--- src/fpet_regs.svh ---
// Timing constants for the flash program/erase sequencer
`ifndef FPET_REGS_SVH
`define FPET_REGS_SVH
`define FPET_T_WORD       14'd30
`define FPET_T_BLK_FIRST  14'd25
`define FPET_T_BLK_NEXT   14'd18
`define FPET_T_BLK_END    14'd6
`define FPET_T_MASS_ERASE 14'd10593
`define FPET_T_SEG_ERASE  14'd4819
`define FPET_BLK_MAX      7'd64
`define FPET_UNITS_NONE   7'd0
`define FPET_UNITS_ONE    7'd1
`define FPET_CNT_ZERO     14'd0
`define FPET_CNT_ONE      14'd1
`endif

--- src/fpet_pkg.sv ---
// Types for the flash program/erase sequencer
package fpet_pkg;
  typedef enum logic [2:0] {
    FPET_OP_WORD  = 3'b000,
    FPET_OP_BLOCK = 3'b001,
    FPET_OP_SEG   = 3'b010,
    FPET_OP_MASS  = 3'b011
  } fpet_op_t;
  typedef enum logic [2:0] {
    FPET_IDLE      = 3'b000,
    FPET_WORD      = 3'b001,
    FPET_BLK_FIRST = 3'b010,
    FPET_BLK_NEXT  = 3'b011,
    FPET_BLK_WAIT  = 3'b100,
    FPET_BLK_END   = 3'b101,
    FPET_ERASE     = 3'b110
  } fpet_state_t;
endpackage

--- src/fpet_tick_sync.sv ---
// Synchroniser and rising-edge detector for the timing generator clock
module fpet_tick_sync (
  input  wire logic clk_i,
  input  wire logic rst_n_i,
  input  wire logic level_i,
  output logic      rise_o
);
  logic meta_r;
  logic sync_r;
  logic last_r;

  // Only sync_r looks at meta_r
  always_ff @(posedge clk_i or negedge rst_n_i) begin
    if (!rst_n_i) begin
      meta_r <= 1'b0;
      sync_r <= 1'b0;
      last_r <= 1'b0;
      rise_o <= 1'b0;
    end else begin
      meta_r <= level_i;
      sync_r <= meta_r;
      last_r <= sync_r;
      rise_o <= sync_r & ~last_r;
    end
  end
endmodule // fpet_tick_sync

--- src/fpet_seq.sv ---
// Flash program/erase timing sequencer
// Function
// Single word or byte program lasts 30 timing clock periods.
// Block program spends 25 periods on the first unit.
// Each further block unit, up to 63 more, takes 18 periods.
// After the last block unit, a 6-period end wait runs.
// Mass erase keeps the erase phase active for 10593 periods.
// Segment erase keeps the erase phase active for 4819 periods.
// All phase lengths are fixed constants, not software adjustable.
// Software keeps the timing clock between 257 and 476 kHz.
// Software keeps cumulative program time per 64-byte block within 10 ms.
// Software repeats mass erase until at least 20 ms accumulate.
// Busy while counting; no new operation starts until completion.
// Reset aborts any operation, clears the counter, returns to idle.
`include "fpet_regs.svh"
module fpet_seq
  import fpet_pkg::*;
#(
  parameter int BLK_UNITS = `FPET_BLK_MAX
)
(
  input  wire logic       clk_i,
  input  wire logic       rst_n_i,
  input  wire logic       flash_timing_clock_i,
  input  wire logic       start_i,
  input  wire logic [2:0] op_i,
  input  wire logic       unit_valid_i,
  input  wire logic       block_last_i,
  output logic            busy_o,
  output logic            prog_o,
  output logic            erase_o,
  output logic            unit_ack_o,
  output logic            done_o
);
  fpet_state_t state_r;
  fpet_state_t state_nxt;
  logic [13:0] cnt_r;
  logic [13:0] cnt_nxt;
  logic [6:0]  units_r;
  logic        last_r;
  logic        tick;
  logic        expire;
  logic        ack_nxt;
  logic        done_nxt;
  logic        unit_take;

  // Unit counter is seven bits wide, enough to count a full block of 64 units
  localparam logic [6:0] BLK_LAST = 7'(BLK_UNITS);

  // Refuse block sizes the unit counter cannot serve
  if (BLK_UNITS < `FPET_UNITS_ONE || BLK_UNITS > `FPET_BLK_MAX) begin : g_bad_units
    $error("fpet_seq: BLK_UNITS out of range");
  end

  // Program level covers the hold between block units as well
  function automatic logic is_prog(input fpet_state_t s);
    is_prog = (s == FPET_WORD) || (s == FPET_BLK_FIRST) || (s == FPET_BLK_NEXT)
              || (s == FPET_BLK_WAIT);
  endfunction

  // A new block unit is taken only while holding between units
  assign unit_take = (state_r == FPET_BLK_WAIT) && unit_valid_i;

  // Edges of the slow timing clock pace every phase; 2-flop sync inside
  fpet_tick_sync u_tick (
    .clk_i   (clk_i),
    .rst_n_i (rst_n_i),
    .level_i (flash_timing_clock_i),
    .rise_o  (tick)
  );

  // Phase counter ends on the tick that completes its last period
  assign expire = tick && (cnt_r == `FPET_CNT_ONE);

  // Start accepted only from idle; requests while busy are ignored
  always_comb begin
    state_nxt = state_r;
    cnt_nxt   = cnt_r;
    ack_nxt   = 1'b0;
    done_nxt  = 1'b0;
    case (state_r)
      FPET_IDLE: begin
        if (start_i) begin
          case (op_i)
            FPET_OP_WORD: begin
              state_nxt = FPET_WORD;
              cnt_nxt   = `FPET_T_WORD;
            end
            FPET_OP_BLOCK: begin
              state_nxt = FPET_BLK_FIRST;
              cnt_nxt   = `FPET_T_BLK_FIRST;
            end
            FPET_OP_SEG: begin
              state_nxt = FPET_ERASE;
              cnt_nxt   = `FPET_T_SEG_ERASE;
            end
            FPET_OP_MASS: begin
              state_nxt = FPET_ERASE;
              cnt_nxt   = `FPET_T_MASS_ERASE;
            end
            default: state_nxt = FPET_IDLE;
          endcase
        end
      end
      FPET_WORD, FPET_ERASE, FPET_BLK_END: begin
        if (tick) begin
          cnt_nxt = cnt_r - `FPET_CNT_ONE;
        end
        if (expire) begin
          state_nxt = FPET_IDLE;
          done_nxt  = 1'b1;
        end
      end
      FPET_BLK_FIRST, FPET_BLK_NEXT: begin
        if (tick) begin
          cnt_nxt = cnt_r - `FPET_CNT_ONE;
        end
        if (expire) begin
          ack_nxt = 1'b1;
          if (last_r || units_r == BLK_LAST) begin
            state_nxt = FPET_BLK_END;
            cnt_nxt   = `FPET_T_BLK_END;
          end else begin
            state_nxt = FPET_BLK_WAIT;
          end
        end
      end
      FPET_BLK_WAIT: begin
        // Programming voltage held between units; waits for next data
        if (unit_valid_i) begin
          state_nxt = FPET_BLK_NEXT;
          cnt_nxt   = `FPET_T_BLK_NEXT;
        end else if (block_last_i) begin
          state_nxt = FPET_BLK_END;
          cnt_nxt   = `FPET_T_BLK_END;
        end
      end
      default: begin
        state_nxt = FPET_IDLE;
        cnt_nxt   = `FPET_CNT_ZERO;
      end
    endcase
  end

  // Sequencer state
  always_ff @(posedge clk_i or negedge rst_n_i) begin
    if (!rst_n_i) begin
      state_r <= FPET_IDLE;
    end else begin
      state_r <= state_nxt;
    end
  end

  // Phase counter; cleared by reset so a cut phase never resumes
  always_ff @(posedge clk_i or negedge rst_n_i) begin
    if (!rst_n_i) begin
      cnt_r <= `FPET_CNT_ZERO;
    end else begin
      cnt_r <= cnt_nxt;
    end
  end

  // Units already taken in the running block
  always_ff @(posedge clk_i or negedge rst_n_i) begin
    if (!rst_n_i) begin
      units_r <= `FPET_UNITS_NONE;
    end else if (state_r == FPET_IDLE) begin
      units_r <= `FPET_UNITS_ONE;
    end else if (unit_take) begin
      units_r <= units_r + `FPET_UNITS_ONE;
    end
  end

  // Last-unit mark follows the unit it was given with
  always_ff @(posedge clk_i or negedge rst_n_i) begin
    if (!rst_n_i) begin
      last_r <= 1'b0;
    end else if (state_r == FPET_IDLE || unit_take) begin
      last_r <= block_last_i;
    end
  end

  // busy_o, prog_o and erase_o decode the next state so they line up with state_r
  always_ff @(posedge clk_i or negedge rst_n_i) begin
    if (!rst_n_i) begin
      busy_o <= 1'b0;
    end else begin
      busy_o <= (state_nxt != FPET_IDLE);
    end
  end

  // End wait drops the program level, so prog_o falls before done_o
  always_ff @(posedge clk_i or negedge rst_n_i) begin
    if (!rst_n_i) begin
      prog_o <= 1'b0;
    end else begin
      prog_o <= is_prog(state_nxt);
    end
  end

  always_ff @(posedge clk_i or negedge rst_n_i) begin
    if (!rst_n_i) begin
      erase_o <= 1'b0;
    end else begin
      erase_o <= (state_nxt == FPET_ERASE);
    end
  end

  always_ff @(posedge clk_i or negedge rst_n_i) begin
    if (!rst_n_i) begin
      unit_ack_o <= 1'b0;
    end else begin
      unit_ack_o <= ack_nxt;
    end
  end

  always_ff @(posedge clk_i or negedge rst_n_i) begin
    if (!rst_n_i) begin
      done_o <= 1'b0;
    end else begin
      done_o <= done_nxt;
    end
  end
endmodule // fpet_seq

--- config.mk ---
export PLATFORM = sky130hd
export DESIGN_NAME = fpet_seq
export DESIGN_NICKNAME = d
export VERILOG_FILES = /design/src/fpet_pkg.sv /design/src/fpet_tick_sync.sv /design/src/fpet_seq.sv
export VERILOG_INCLUDE_DIRS = /design/src
export SDC_FILE = /design/constraint.sdc
export NUM_CORES = 1
export LEC_CHECK = 0
export BUFFER_PORTS_ARGS = -buffer_cell sky130_fd_sc_hd__buf_2
export CAP_MARGIN = 5
export CORE_MARGIN = 8
export CORE_UTILIZATION = 50
export CTS_BUF_LIST = sky130_fd_sc_hd__clkbuf_4
export CTS_CLUSTER_SIZE = 24
export DETAILED_ROUTE_END_ITERATION = 7
export HOLD_SLACK_MARGIN = 0.08
export PLACE_DENSITY = 0.69
export SLEW_MARGIN = 20
export SYNTH_ARGS = -nofsm -noshare
export SYNTH_HDL_FRONTEND = slang
export SYNTH_SLANG_ARGS = --single-unit
--- constraint.sdc ---
create_clock -name clk_i -period 3.8 [get_ports clk_i]
set_input_delay 0.57 -clock clk_i [delete_from_list [all_inputs] [get_ports clk_i]]
set_output_delay 0.57 -clock clk_i [all_outputs]
set_load 0.05 [all_outputs]
* Word level (Yosys, flattened, before mapping)
Cells that the tools add are included. Widths: inputs -> output; s select.
Storage, ports and cells: flip-flop bits (word level) 34, bits in latches 0, memory bits (writable) 0, bits in read-only memories 0, input bits 9, output and inout port bits 5, logic and storage cells 72, memories kept 0
Cells by class: add/sub/neg operators 2, $mul 0, divide/modulo/power cells 0, $lt $le $gt $ge 0, eq/ne operators 19, shifts and indexed selects 0, muxes and demuxes 21, bitwise gates (word level) 2, reductions and logical operators 15
Operators with widths (number):
- $pmux 14 s4 | 2
- $mux 14 | 6
- $eq 3x2->1 const B | 6
- $eq 3x3->1 const B | 5
- $mux 3 | 5
- $eq 14x1->1 const B | 1
- $mux 7 | 2
- $sub 14x1->14 const B | 1
- $pmux 3 s4 | 1
- $eq 3x1->1 const B | 3
- $pmux 3 s3 | 1
- $add 7x1->7 const B | 1
- $eq 7x7->1 const B | 1
- $logic_not 3->1 | 2
- $logic_or 1x1->1 | 5
- $ne 5x1->1 const B | 1
- $mux 1 | 4
- $reduce_or 2->1 | 2
- $ne 3x3->1 const B | 1
- $reduce_and 3->1 | 1
- $reduce_bool 3->1 | 1
- $reduce_or 3->1 | 1
- $logic_and 1x1->1 | 2
- $ne 2x2->1 const B | 1
- other kinds (3) | 3

* Depth between registers and ports, before layout
word-level depth 9, mapped depth 9, depth with buffers taken out 7

* By module
From an unflattened synthesis, not the netlist that was laid out.
Second synthesis, totals: cells, all modules 221, area total of the unflattened synthesis 2028.2 um^2
By module, submodules not included:
- fpet_seq | instances 1, cells each 216, area each 1914.3 um^2, sequential area each 750.7 um^2
- fpet_tick_sync | instances 1, cells each 5, area each 113.9 um^2, sequential area each 100.1 um^2

* Worst setup path before layout
OpenSTA, ideal clock, no wires.
path kind input-to-reg, start point input op_i[2], end point register cnt_r[6], library setup time 0.080 ns, data arrival time 1.977 ns, data required time 3.720 ns, setup slack 1.743 ns, stages 6, path buffers 1, cell sequence or3b_4 -> and3_1 -> buf_6 -> or2_0 -> or3b_1 -> o211ai_2
Between the ends: word-level cells in the longest chain between the ends 4, elaborated cells on any way between the ends 9, those cells by class 4 x eq/ne; 3 x mux; 2 x reduce/logical
RTL lines:
- from (decl) | line fpet_seq.sv:26 | input wire logic [2:0] op_i,
- $eq 3x2->1 (tied with other cells) | line fpet_seq.sv:84 | case (op_i)
- $pmux 14 s4 | line fpet_seq.sv:84
- $mux 14 | line fpet_seq.sv:83 | if (start_i) begin
- $pmux 14 s4 | line fpet_seq.sv:81 | case (state_r)
- to (signal assigned) | line fpet_seq.sv:157 | cnt_r <= `FPET_CNT_ZERO;
- to (signal assigned) | line fpet_seq.sv:159 | cnt_r <= cnt_nxt;
- to (decl) | line fpet_seq.sv:37 | logic [13:0] cnt_r;
Parallel ways exist; a longest one is shown, timed or not. The select of a mux whose other input is x is not followed. A chain may end at the register's enable or synchronous reset.

* Final worst setup path
start point register cnt_r[6], end point register cnt_r[4]
Between the ends: word-level cells in the longest chain between the ends 4
RTL lines:
- $eq 14x1->1 (no line)
- $logic_and 1x1->1 | line fpet_seq.sv:73 | assign expire = tick && (cnt_r == `FPET_CNT_ONE);
- $mux 14 | line fpet_seq.sv:118 | if (expire) begin
- $pmux 14 s4 | line fpet_seq.sv:81
No other way between the ends.

==> impl_metrics.ini <==
[timing]
rsz0062_at_grt = no
post-route-min-period_ps = 2475
fin_tns_setup_ps = 0
drv_slew = 0
max_freq_mhz = 404.1
skew_ps = 7.927
timing.final.crit_share_pct = 65.12
worst_pin_slew_ps = 949.4
holdWs_ps = 297.0
setup-violations-final = 0
hold_viol_final = 0
slew_headroom_pct = 36.22

[power_and_ir_drop]
power_uw = 792.1
leakage_nw = 0.8969
ir_drop_mv = 0.1996
p_per_area_mw_per_mm2 = 362.2

[detailed_routing]
drt_iter0_drc = 202
totalWireLength_um = 4784
via_per_inst = 6.353
ant_nets = 0
detail_route.first_pass.iterations = 4
drcViolationCount = 0
num_vias = 1798
wl_per_cell_um = 16.90

[die]
initial_utilization_pct = 51.39
die_w_um = 79.89
ios = 14
die_area_mm2 = 0.006382
core_region_area_mm2 = 0.003971
rows = 23
die_h_um = 79.89

[synthesis]
synthArstFlopShare_pct = 100.0
yosys.area.top_type = dfrtp_1
yosysWarnings = 0
postSynthAreaPerCell_um2 = 9.110
syn_nets = 237
synth_fa_ha_area_share_pct = 2.452
ys.flop_type = dfrtp_1
synth_area_leaders = dfrtp_1, nand2_1, nor2_1
synth_seq_area_share_pct = 41.69
synth_xor_area_share_pct = 3.863
synthMuxAreaShare_pct = 1.042
synth_top_area_share_pct = 41.69
synth-seq-cells = 34
synth_compound_area_share_pct = 20.29
synthSimpleGateAreaFrac_pct = 26.43
synth_top_family_by_area = simple AND/OR/NAND/NOR gates
synth.distinct_cells = 56
synthesis.instances = 224
synth-edff-count = 0
synth.cell_area_mm2 = 0.002041

[global_route]
met3_usage_pct = 4.054
grt.total_usage_pct = 15.96
grt_pass1_vias = 1671
grt_use_met1_pct = 21.57
antenna_found_initial = 0
use_met2_pct = 23.12
grt_max_degree = 35
grt_pass1_wl_um = 8107
top_usage_layer = met2
grt_overflow_total = 0

[final_layout]
drive_gt1_share_pct = 11.16
syn_to_final_growth_pct = 7.174
nFillCells = 369
fin_nets = 246
top_regs = cnt_r (14), units_r (7), state_r (3)
top_register = cnt_r
largest_reg_flops = 14
diodes = 0

[cts]
cts_resized = 0
numCtsBuffers = 5
post-cts-setup-buffers = 0
ctsRootBufferMaster = clkbuf_4
htree_levels = 2
clkSinkCount = 34
hold_buffers = 0
tritoncts = yes
clock_latency_ps = 340
cts_buffer_depth = 2
clk_pin_slew_ps = 110

[outcome]
status = finished, final reports clean

[critical_path]
cp_data_arrival_time_ps = 2690
worstPathRequired_ps = 4010
slowest_delay_ps = 490
crit_path_start = cnt_r[6]
critPathLaunchType = flip-flop
r2r-start = cnt_r[6]
crit_fanout = 12
crit_path_end_kind = flip-flop
crit_buf_inv = 0
cp_slowest_cell = and4_1
cp_top_family = simple AND/OR/NAND/NOR gates
critical_path_class = flip-flop to flip-flop
crit_chain = nor4_4 -> and4_1 -> a21oi_1 -> nor2_1 -> o211ai_1

[place]
place_congestion = 0.8523
dp_hpwl_um = 3319
numPortBuffers = 13

[job]
drv_cap = 0

[worst_hold_path]
hold_path_class = input port to asynchronous set/reset pin
final cells by class:
class	instances	area [µm²]	area share [%]
clock buffer	5	37.54	1.716
clock inverter	2	33.78	1.545
inverter	7	26.28	1.201
multi-input combinational	171	1104	50.46
sequential	34	850.8	38.90
tap	50	62.56	2.860
timing repair buffer	14	72.57	3.318
cells in the final DEF, fill, tap and decap left out, types with 3 or more instances in the layout:
master,Yosys,final
buf_2,2,13
nor3_1,10,10
ha_1,4,4
o21ai_0,15,15
xor2_1,4,4
o211ai_1,6,6
xnor2_1,5,5
nor2_1,20,20
and4_1,4,4
clkbuf_4,0,5
nand2b_1,4,4
inv_1,7,7
a31oi_1,3,3
o31ai_1,6,6
nand2_1,20,20
nand3_1,6,6
and3_1,4,4
a21oi_1,11,11
nor4_1,4,4
dfrtp_1,34,34
nor4bb_1,3,3
a211oi_1,4,4
final timing paths:
path | end | slack (ps) | depth (start not counted)
setup / recovery | cnt_r[4] | 1330 | 5
hold / removal | u_tick.meta_r | 300 | 1
hold reg to reg | u_tick.sync_r | 370 | 0
max in group asynchronous | unit_ack_o | 2990 | 1
min in group clk_i | u_tick.meta_r | 330 | 1
setup reg to reg | cnt_r[4] | 1330 | 5
Yosys cell counts (2+ instances only):
cell,n
a211oi_1,4
a21oi_1,11
a31oi_1,3
a32oi_1,2
and3_1,4
and4_1,4
buf_2,2
clkbuf_1,7
dfrtp_1,34
ha_1,4
inv_1,7
nand2_1,20
nand2b_1,4
nand3_1,6
nand3b_1,2
nand4_1,2
nor2_1,20
nor2b_1,2
nor3_1,10
nor4_1,4
nor4bb_1,3
o211ai_1,6
o21ai_0,15
o22ai_1,2
o311ai_0,2
o31ai_1,6
or4_1,2
xnor2_1,5
xor2_1,4
stage by stage:
step	utilization [%]	instance area [µm²]	setup slack, ps	std cells
after floorplan	-	2041	1743	224
after global placement	53.28	2116	1364	276
after detailed placement	53.28	2116	1360	276
after CTS	55.07	2187	1389	283
after global routing	55.07	2187	1143	283
final	55.07	2187	1325	283
metal layers:
metal  vias up  part of all wire (%)  wire length, µm
met5         -                     0                0
met4         0                   1.2               57
met3         8                   6.8              323
met2        71                    46             2214
met1       860                    46             2189
li1        859                     -                -
logic make-up (layout without fill, tap and decap cells):
group,Yosys count,in the layout
AOI/OAI and AO/OA,61,61
xor gates and xnor gates,9,9
muxes,2,2
buffers and inverters,19,28
DFF,34,34
adders and majority gates,4,4
and+or+nand+nor,95,95
power by group:
part | switching [mW] | leakage [nW] | total, mW | internal, mW
clock | 0.125 | 0.0387 | 0.258 | 0.133
sequential | 0.0487 | 0.401 | 0.438 | 0.389
combinational | 0.0502 | 0.457 | 0.0962 | 0.0460
Power figures use the tool's default switching activity.
